**src/speep_pkg.sv**
```systemverilog
// Package with opcodes, status layout and timing constants of the serial EEPROM front end
package speep_pkg;
   // Opcode low nibble after masking bit 3; upper nibble must be zero
   localparam logic [7:0] SPEEP_OP_MASK = 8'hF7;
   localparam logic [7:0] SPEEP_OP_SET_WRITE_LATCH = 8'h06;
   localparam logic [7:0] SPEEP_OP_CLEAR_WRITE_LATCH = 8'h04;
   localparam logic [7:0] SPEEP_OP_STATUS_READ = 8'h05;
   localparam logic [7:0] SPEEP_OP_STATUS_WRITE = 8'h01;
   localparam logic [7:0] SPEEP_OP_ARRAY_READ = 8'h03;
   localparam logic [7:0] SPEEP_OP_ARRAY_WRITE = 8'h02;
   // Status register bit positions
   localparam int SPEEP_SR_BUSY = 0;
   localparam int SPEEP_SR_WEN = 1;
   localparam int SPEEP_SR_BP_LO = 2;
   localparam int SPEEP_SR_BP_HI = 3;
   localparam int SPEEP_SR_PEN = 7;
   localparam logic [7:0] SPEEP_SR_BUSY_VALUE = 8'hFF;
   // Nonvolatile bits come up cleared in this model
   localparam logic [1:0] SPEEP_BP_RESET = 2'h0;
   localparam logic SPEEP_PEN_RESET = 1'b0;
   // Protected region lower bounds for the 10-bit array
   localparam logic [9:0] SPEEP_BOUND_QUARTER = 10'h300;
   localparam logic [9:0] SPEEP_BOUND_HALF = 10'h200;
   localparam logic [9:0] SPEEP_BOUND_ALL = 10'h000;
   // Self-timed write cycle
   localparam int SPEEP_CLK_HZ = 100_000_000;
   localparam int SPEEP_TWC_MS = 5;
   localparam int SPEEP_TWC_CYCLES = SPEEP_CLK_HZ / 1000 * SPEEP_TWC_MS;
   localparam int SPEEP_CNT_W = 20;
   typedef enum logic [2:0] {
      SPEEP_ST_IDLE,
      SPEEP_ST_OPCODE,
      SPEEP_ST_STATUS_OUT,
      SPEEP_ST_STATUS_IN,
      SPEEP_ST_DONE,
      SPEEP_ST_REJECT
   } speep_state_t;
endpackage

```
**src/speep_core.sv**
```systemverilog
// Serial slave front end: opcode decode, write latch, status register and protection
`timescale 1ns/100ps
`default_nettype none

module speep_core #(
   parameter int P_TWC_CYCLES = speep_pkg::SPEEP_TWC_CYCLES
) (
   // System
   input wire logic i_clk_sys,
   input wire logic i_arst_n,
   // Serial link pins
   input wire logic i_sck,
   input wire logic i_cs_n,
   input wire logic i_si,
   input wire logic i_hold_n,
   input wire logic i_wp_n,
   output logic o_so,
   output logic o_so_oe,
   // Array side protection check
   input wire logic [9:0] i_array_addr,
   output logic o_array_addr_writable,
   // Status view
   output logic [7:0] o_status
);
   import speep_pkg::*;

   // Synchronised pins and their edges
   logic [4:0] sync_a;
   logic [4:0] sync_b;
   logic sck_d;
   logic cs_d;
   logic wp_d;
   logic hold_act;
   logic sck_rise;
   logic sck_fall;
   logic cs_fall;
   logic cs_rise;
   logic wp_fall;
   logic sel;

   // Serial sequencer
   speep_state_t state;
   logic [7:0] shreg;
   logic [7:0] rx_byte;
   logic [2:0] bitcnt;
   logic [7:0] instr;
   logic opcode_done;

   // Status register and the timed write cycle
   logic wen;
   logic [1:0] bp;
   logic pen;
   logic busy;
   logic commit;
   logic [SPEEP_CNT_W-1:0] twc_cnt;
   logic sr_pending;
   logic sr_capture;
   logic [7:0] sr_new;
   logic start_write;
   logic [7:0] status_now;

   // Serial output
   logic [7:0] out_byte;

   function automatic logic op_is(input logic [7:0] op, input logic [7:0] code);
      op_is = ((op & SPEEP_OP_MASK) == code);
   endfunction

   function automatic logic op_known(input logic [7:0] op);
      op_known = op_is(op, SPEEP_OP_SET_WRITE_LATCH) | op_is(op, SPEEP_OP_CLEAR_WRITE_LATCH) |
                 op_is(op, SPEEP_OP_STATUS_READ) | op_is(op, SPEEP_OP_STATUS_WRITE) |
                 op_is(op, SPEEP_OP_ARRAY_READ) | op_is(op, SPEEP_OP_ARRAY_WRITE);
   endfunction

   // Region guarded by the block-protect pair
   function automatic logic addr_protected(input logic [1:0] level, input logic [9:0] addr);
      case (level)
         2'h1: addr_protected = (addr >= SPEEP_BOUND_QUARTER);
         2'h2: addr_protected = (addr >= SPEEP_BOUND_HALF);
         2'h3: addr_protected = (addr >= SPEEP_BOUND_ALL);
         default: addr_protected = 1'b0;
      endcase
   endfunction

   // Two-stage synchronisers for sck, cs_n, si, hold_n, wp_n
   always_ff @(posedge i_clk_sys or negedge i_arst_n) begin
      if (!i_arst_n) begin
         sync_a <= 5'h1E;
         sync_b <= 5'h1E;
      end else begin
         sync_a <= {i_wp_n, i_hold_n, i_si, i_cs_n, i_sck};
         sync_b <= sync_a;
      end
   end

   always_ff @(posedge i_clk_sys or negedge i_arst_n) begin
      if (!i_arst_n) begin
         sck_d <= 1'b0;
         cs_d <= 1'b1;
         wp_d <= 1'b1;
      end else begin
         sck_d <= sync_b[0];
         cs_d <= sync_b[1];
         wp_d <= sync_b[4];
      end
   end

   // Pause enters and leaves while sck is low; chip deselect ends it at any sck level
   always_ff @(posedge i_clk_sys or negedge i_arst_n) begin
      if (!i_arst_n) begin
         hold_act <= 1'b0;
      end else if (sync_b[1]) begin
         hold_act <= 1'b0;
      end else if (!sync_b[0]) begin
         hold_act <= !sync_b[3];
      end
   end

   // sck is only sampled, edges found in the system clock
   assign sck_rise = sync_b[0] & !sck_d;
   assign sck_fall = !sync_b[0] & sck_d;
   assign cs_fall = !sync_b[1] & cs_d;
   assign cs_rise = sync_b[1] & !cs_d;
   assign wp_fall = !sync_b[4] & wp_d;
   // Byte as it stands once the current input bit is shifted in
   assign rx_byte = {shreg[6:0], sync_b[2]};
   assign opcode_done = sel && sck_rise && !cs_fall && state == SPEEP_ST_OPCODE && bitcnt == 3'h7;
   assign sr_capture = sel && sck_rise && !cs_fall && state == SPEEP_ST_STATUS_IN && bitcnt == 3'h7;
   assign commit = busy && (twc_cnt == '0);
   assign sel = !sync_b[1] & !hold_act;

   assign status_now = busy ? SPEEP_SR_BUSY_VALUE :
                       {pen, 3'h0, bp, wen, 1'b0};

   // Serial sequencer
   always_ff @(posedge i_clk_sys or negedge i_arst_n) begin
      if (!i_arst_n) begin
         state <= SPEEP_ST_IDLE;
         shreg <= 8'h00;
         bitcnt <= 3'h0;
      end else if (sync_b[1]) begin
         state <= SPEEP_ST_IDLE;
         bitcnt <= 3'h0;
      end else if (cs_fall) begin
         state <= SPEEP_ST_OPCODE;
         bitcnt <= 3'h0;
      end else if (sel && sck_rise) begin
         // A rejected opcode takes no further bits in
         if (state != SPEEP_ST_REJECT) begin
            shreg <= rx_byte;
         end
         bitcnt <= bitcnt + 3'h1;
         case (state)
            SPEEP_ST_OPCODE: begin
               if (bitcnt == 3'h7) begin
                  if (!op_known(rx_byte)) begin
                     state <= SPEEP_ST_REJECT;
                  end else if (busy && !op_is(rx_byte, SPEEP_OP_STATUS_READ)) begin
                     state <= SPEEP_ST_REJECT;
                  end else if (op_is(rx_byte, SPEEP_OP_STATUS_READ)) begin
                     state <= SPEEP_ST_STATUS_OUT;
                  end else if (op_is(rx_byte, SPEEP_OP_STATUS_WRITE)) begin
                     state <= SPEEP_ST_STATUS_IN;
                  end else begin
                     state <= SPEEP_ST_DONE;
                  end
               end
            end
            SPEEP_ST_STATUS_IN: begin
               if (bitcnt == 3'h7) begin
                  state <= SPEEP_ST_DONE;
               end
            end
            SPEEP_ST_STATUS_OUT: begin
               state <= SPEEP_ST_STATUS_OUT;
            end
            SPEEP_ST_DONE, SPEEP_ST_REJECT, SPEEP_ST_IDLE: begin
               state <= state;
            end
            default: begin
               state <= SPEEP_ST_IDLE;
            end
         endcase
      end
   end

   // Instruction register, loaded when the eighth opcode bit arrives
   always_ff @(posedge i_clk_sys or negedge i_arst_n) begin
      if (!i_arst_n) begin
         instr <= 8'h00;
      end else if (opcode_done) begin
         instr <= rx_byte;
      end
   end

   // Status write request; a falling protect pin while selected drops it
   always_ff @(posedge i_clk_sys or negedge i_arst_n) begin
      if (!i_arst_n) begin
         sr_pending <= 1'b0;
      end else if (sync_b[1]) begin
         sr_pending <= 1'b0;
      end else if (cs_fall) begin
         sr_pending <= 1'b0;
      end else if (wp_fall) begin
         sr_pending <= 1'b0;
      end else if (sr_capture) begin
         sr_pending <= wen && !(pen && !sync_b[4]);
      end
   end

   // New status byte, kept until the timed cycle commits it
   always_ff @(posedge i_clk_sys or negedge i_arst_n) begin
      if (!i_arst_n) begin
         sr_new <= 8'h00;
      end else if (sr_capture && !busy) begin
         sr_new <= rx_byte;
      end
   end

   // Start the timed cycle on chip select release
   assign start_write = cs_rise && sr_pending && !busy;

   // Busy flag of the self-timed cycle
   always_ff @(posedge i_clk_sys or negedge i_arst_n) begin
      if (!i_arst_n) begin
         busy <= 1'b0;
      end else if (start_write) begin
         busy <= 1'b1;
      end else if (commit) begin
         busy <= 1'b0;
      end
   end

   // Down counter of the self-timed cycle
   always_ff @(posedge i_clk_sys or negedge i_arst_n) begin
      if (!i_arst_n) begin
         twc_cnt <= '0;
      end else if (start_write) begin
         twc_cnt <= SPEEP_CNT_W'(P_TWC_CYCLES - 1);
      end else if (busy && twc_cnt != '0) begin
         twc_cnt <= twc_cnt - 1'b1;
      end
   end

   // Nonvolatile protection bits, committed at end of the cycle
   always_ff @(posedge i_clk_sys or negedge i_arst_n) begin
      if (!i_arst_n) begin
         bp <= SPEEP_BP_RESET;
         pen <= SPEEP_PEN_RESET;
      end else if (commit) begin
         bp <= sr_new[SPEEP_SR_BP_HI:SPEEP_SR_BP_LO];
         if (!(pen && !wp_d && !sr_new[SPEEP_SR_PEN])) begin
            pen <= sr_new[SPEEP_SR_PEN];
         end
      end
   end

   // Write latch
   always_ff @(posedge i_clk_sys or negedge i_arst_n) begin
      if (!i_arst_n) begin
         wen <= 1'b0;
      end else if (commit) begin
         wen <= 1'b0;
      end else if (cs_rise && state == SPEEP_ST_DONE) begin
         if (op_is(instr, SPEEP_OP_SET_WRITE_LATCH)) begin
            wen <= 1'b1;
         end else if (op_is(instr, SPEEP_OP_CLEAR_WRITE_LATCH)) begin
            wen <= 1'b0;
         end
      end
   end

   // Output enable: driven only while selected, not paused, in a status read
   always_ff @(posedge i_clk_sys or negedge i_arst_n) begin
      if (!i_arst_n) begin
         o_so_oe <= 1'b0;
      end else begin
         o_so_oe <= sel && state == SPEEP_ST_STATUS_OUT;
      end
   end

   // Output shifter: load on opcode completion, shift on falling sck
   always_ff @(posedge i_clk_sys or negedge i_arst_n) begin
      if (!i_arst_n) begin
         out_byte <= 8'h00;
         o_so <= 1'b0;
      end else if (state != SPEEP_ST_STATUS_OUT) begin
         out_byte <= status_now;
      end else if (sel && sck_fall) begin
         o_so <= out_byte[7];
         out_byte <= {out_byte[6:0], out_byte[7]};
      end
   end

   // Status view
   always_ff @(posedge i_clk_sys or negedge i_arst_n) begin
      if (!i_arst_n) begin
         o_status <= 8'h00;
      end else begin
         o_status <= status_now;
      end
   end

   // Block protection check; unprotected regions stay writable under the pin
   always_ff @(posedge i_clk_sys or negedge i_arst_n) begin
      if (!i_arst_n) begin
         o_array_addr_writable <= 1'b0;
      end else begin
         o_array_addr_writable <= wen && !addr_protected(bp, i_array_addr);
      end
   end
endmodule

`default_nettype wire

```
**config.mk**
```make
export PLATFORM = sky130hd
export DESIGN_NAME = speep_core
export DESIGN_NICKNAME = d
export VERILOG_FILES = /design/src/speep_pkg.sv /design/src/speep_core.sv
export SDC_FILE = /design/constraint.sdc
export NUM_CORES = 1
export LEC_CHECK = 0
export BUFFER_PORTS_ARGS = -buffer_cell sky130_fd_sc_hd__clkbuf_2
export CORE_ASPECT_RATIO = 1.5
export CORE_MARGIN = 4
export CORE_UTILIZATION = 55
export CTS_BUF_LIST = sky130_fd_sc_hd__clkbuf_4
export DETAILED_ROUTE_END_ITERATION = 8
export PLACE_DENSITY = 0.74
export SLEW_MARGIN = 20
export SYNTH_ARGS = -nofsm -noshare
export SYNTH_HDL_FRONTEND = slang
export SYNTH_SLANG_ARGS = --single-unit
export TNS_END_PERCENT = 1
```
**constraint.sdc**
```tcl
create_clock -name i_clk_sys -period 2.5 [get_ports i_clk_sys]
set_clock_uncertainty 0.15 [all_clocks]
set_input_delay 0.125 -clock i_clk_sys [delete_from_list [all_inputs] [get_ports i_clk_sys]]
set_output_delay 0.125 -clock i_clk_sys [all_outputs]
set_load 0.01 [all_outputs]
```
==> flow_summary.ini <==
[outcome]
status = completed

[grt]
grtUsageTotal = 0.192
grt-ovfl-total = 0
grt_pass1_vias = 2509
grtUsageMet3 = 0.0549
antenna_found_initial = 0
use_met2 = 0.313
grt.busiest_layer = met2
met1_usage = 0.239
grt_max_degree = 80
grt_pass1_wl_mm = 11.5

[die]
fp.dieW_um = 72.6
top_level_ports = 28
fp.dieArea_um2 = 7610
core_area_um2 = 6130
initial_core_util = 0.561
die_height_um = 105
rows = 35

[synthesis]
syn_inst = 300
yosys.cell_types.count = 56
synthArstFlopShare = 1.00
synth_area_per_cell_um2 = 11.5
synth_edf_count = 0
yosysSeqAreaShare = 0.578
ys_ff_latch = 79
yosysWarnings = 0
syn-cell-area_um2 = 3440
synthFlopType = dfrtp_1
synth_nets = 320

[clock_tree]
clkSinkCount = 79
clock-root-buffer = clkbuf_4
clk_path_buf_depth = 2
clk_latency_ns = 0.43
cts_resized = 0
cts_tree = yes
cts-buffers-inserted = 9
htreeDepth = 3
clk_pin_slew_worst_paths_ns = 0.13
cts_hold_buf = 9
postCtsSetupRepairBufs = 0

[final_layout]
fill_cells = 505
layout-drive-gt1-share = 0.261
nNetsFinal = 356
fin_area_um2 = 3890
n_antenna_cell = 0
syn2layout_area_growth_pct = 12.9

[route]
drc_errors = 0
postRouteAntennaNets = 0
drtPass1Iterations = 4
via_count = 2385
routed_wl_mm = 6.37
avgRoutedWirePerCell_um = 15.3
drt_iter0_markers = 171
via_per_inst = 5.75

[power_and_ir_drop]
clockPowerShare = 0.313
ir_worst_vdd_mv = 0.400
p_leak_nw = 1.86
power_switching_w = 0.000559
power_density_nw_per_um2 = 553
p_seq_frac = 0.632
swShare = 0.260
power_frac_comb = 0.055
p_int_w = 0.00159

[timing]
fmax_ghz = 0.430
finalHoldViolations = 0
period_needed_ns = 2.33
final.period_utilization = 0.931
maxSlewViolCount = 0
slew_headroom = 0.661
worstMarginPinSlew_ns = 0.502
rsz0062_at_grt = no
fin_setup_tns_ns = 0
layout_setup_ws_ns = 0.172
finalSetupViolations = 0

[placed_design]
hpwl_mm = 4.42
preCtsSetupSlack_ns = 0.189
port_buffers = 19
placed_area_um2 = 3640
gp_congestion = 0.776

[critical_path]
path_class = register to register
crit_start = hold_act
cp.arrival_ns = 2.49
cp-end-kind = register
r2r_slack_ns = 0.17
worstSetupEndpoint = sr_new[3]
r2r-start = hold_act
critPathRequiredTime_ns = 2.66
rr_worst_depth = 5
critPathLaunchType = register
r2r-end = sr_new[3]
critPathMaxFanout = 6

[worst_hold_path]
hold_class = input pin to async pin

[flow_run]
drv_cap = 0
-- kinds of logic after synthesis --
kind of cell / after synthesis / synth area share
XOR/XNOR: 5 / 0.0127
buffers and inverters: 21 / 0.0269
adder cells (fa/ha/maj): 3 / 0.0109
flip-flops: 79 / 0.578
AND/OR/NAND/NOR: 116 / 0.193
multiplexers: 25 / 0.0800
AO/OA/AOI/OAI: 51 / 0.0989
-- worst min path at each step --
stage	from	slack (ns)	cells after the start	to
after floorplan	i_arst_n	-0.32	0	bitcnt[0]
after global placement	i_hold_n	0.06	1	sync_a[3]
after detailed placement	i_hold_n	0.06	1	sync_a[3]
after CTS	i_hold_n	0.14	2	sync_a[3]
after global routing	i_arst_n	0.02	2	twc_cnt[16]
final	i_arst_n	0.02	2	twc_cnt[14]
-- worst max-delay path, cell delays in order, from the launching register on --
cell and delay, ns:
dfrtp_1 0.46, or3b_1 0.52, nor3_4 0.24, nand2_1 0.12, or3_1 0.39, mux2_1 0.34
-- layout by cell type, fill, tap and decap left out, types with 3 or more instances in the layout --
master / netlist / final
buf_4: 3 / 12
dfrtp_1: 69 / 69
xnor2_1: 5 / 5
mux2_1: 5 / 5
clkbuf_2: 0 / 18
inv_1: 6 / 6
or2_2: 7 / 7
nor3_1: 6 / 6
nand3_1: 8 / 8
clkbuf_4: 0 / 9
nor2b_1: 3 / 3
mux2_2: 15 / 15
nand2_1: 40 / 40
o21ai_0: 10 / 10
a21oi_1: 10 / 10
nand3b_1: 3 / 3
nor3b_1: 3 / 3
clkinv_4: 0 / 3
a31oi_1: 9 / 9
ha_1: 3 / 3
or4_1: 5 / 5
or3_1: 3 / 3
mux2i_1: 5 / 5
nor2_1: 16 / 16
dlygate4sd3_1: 0 / 9
dfstp_2: 10 / 10
o31ai_1: 6 / 6
-- power groups by stage --
stage	Clock, W	Sequential [W]	Combinational (W)
final	0.000672	0.00136	0.000119
after global routing	0.000759	0.00137	0.000138
after CTS	0.000701	0.00136	0.000117
after global placement	0	0.00138	0.000105
after floorplan	0	0.00137	0.0000607
after detailed placement	0	0.00138	0.000108
-- flip-flops by register name, summed over array words and instances (netlist names), 2 cells and up --
signal and count:
twc_cnt 20, out_byte 8, instr 7, shreg 7
o_status 5, sync_a 5, sync_b 5, bitcnt 3
sr_new 3, state 3, bp 2
-- routing by layer --
layer  routed length [µm]  vias up  share of wire
met5                    0        -              0
met4                   97        0          0.015
met3                  183        9          0.029
met2                 3360       32           0.53
met1                 2720     1186           0.43
li1                     -     1158              -
-- cells in the mapped netlist (2+ instances only) --
cell type | count | area (µm²)
dfstp_2 | 10 | 263
inv_1 | 6 | 22.5
o31ai_1 | 6 | 45.0
a21o_1 | 2 | 15.0
o21ai_0 | 10 | 50.1
mux2i_1 | 5 | 50.1
nor3b_1 | 3 | 22.5
ha_1 | 3 | 37.5
a21oi_1 | 10 | 50.1
dfrtp_1 | 69 | 1730
mux2_1 | 5 | 56.3
nor4_2 | 2 | 25.0
nand3_1 | 8 | 40.0
a211oi_1 | 2 | 15.0
clkbuf_1 | 10 | 37.5
nor4b_1 | 2 | 17.5
xnor2_1 | 5 | 43.8
buf_2 | 2 | 10.0
mux2_2 | 15 | 169
nor4_1 | 2 | 12.5
nand3b_1 | 3 | 22.5
or4_1 | 5 | 37.5
or3b_1 | 2 | 17.5
or2_2 | 7 | 43.8
buf_4 | 3 | 22.5
nand2_1 | 40 | 150
nor2_1 | 16 | 60.1
or3_1 | 3 | 18.8
a31oi_1 | 9 | 56.3
nor3_1 | 6 | 30.0
a311oi_1 | 2 | 17.5
nor2b_1 | 3 | 18.8
-- metrics by stage --
step	power [W]	cells	hold slack, ns	util
after floorplan	0.00143	300	-0.321	-
after global placement	0.00149	389	0.0622	0.594
after detailed placement	0.00149	389	0.0638	0.594
after CTS	0.00218	414	0.140	0.629
after global routing	0.00226	415	0.0197	0.634
final	0.00215	415	0.0206	0.634
-- cell type report --
type / instances / area (µm²) / area share
inverters: 6 / 22.5 / 0.00580
clock inverters: 7 / 56.3 / 0.0145
flip-flops and latches: 79 / 1990 / 0.512
well taps: 74 / 92.6 / 0.0238
repair buffers: 40 / 298 / 0.0766
clock buffers: 9 / 67.6 / 0.0174
multi-input cells: 200 / 1360 / 0.350
No activity file was read; power rests on OpenSTA's default activity.
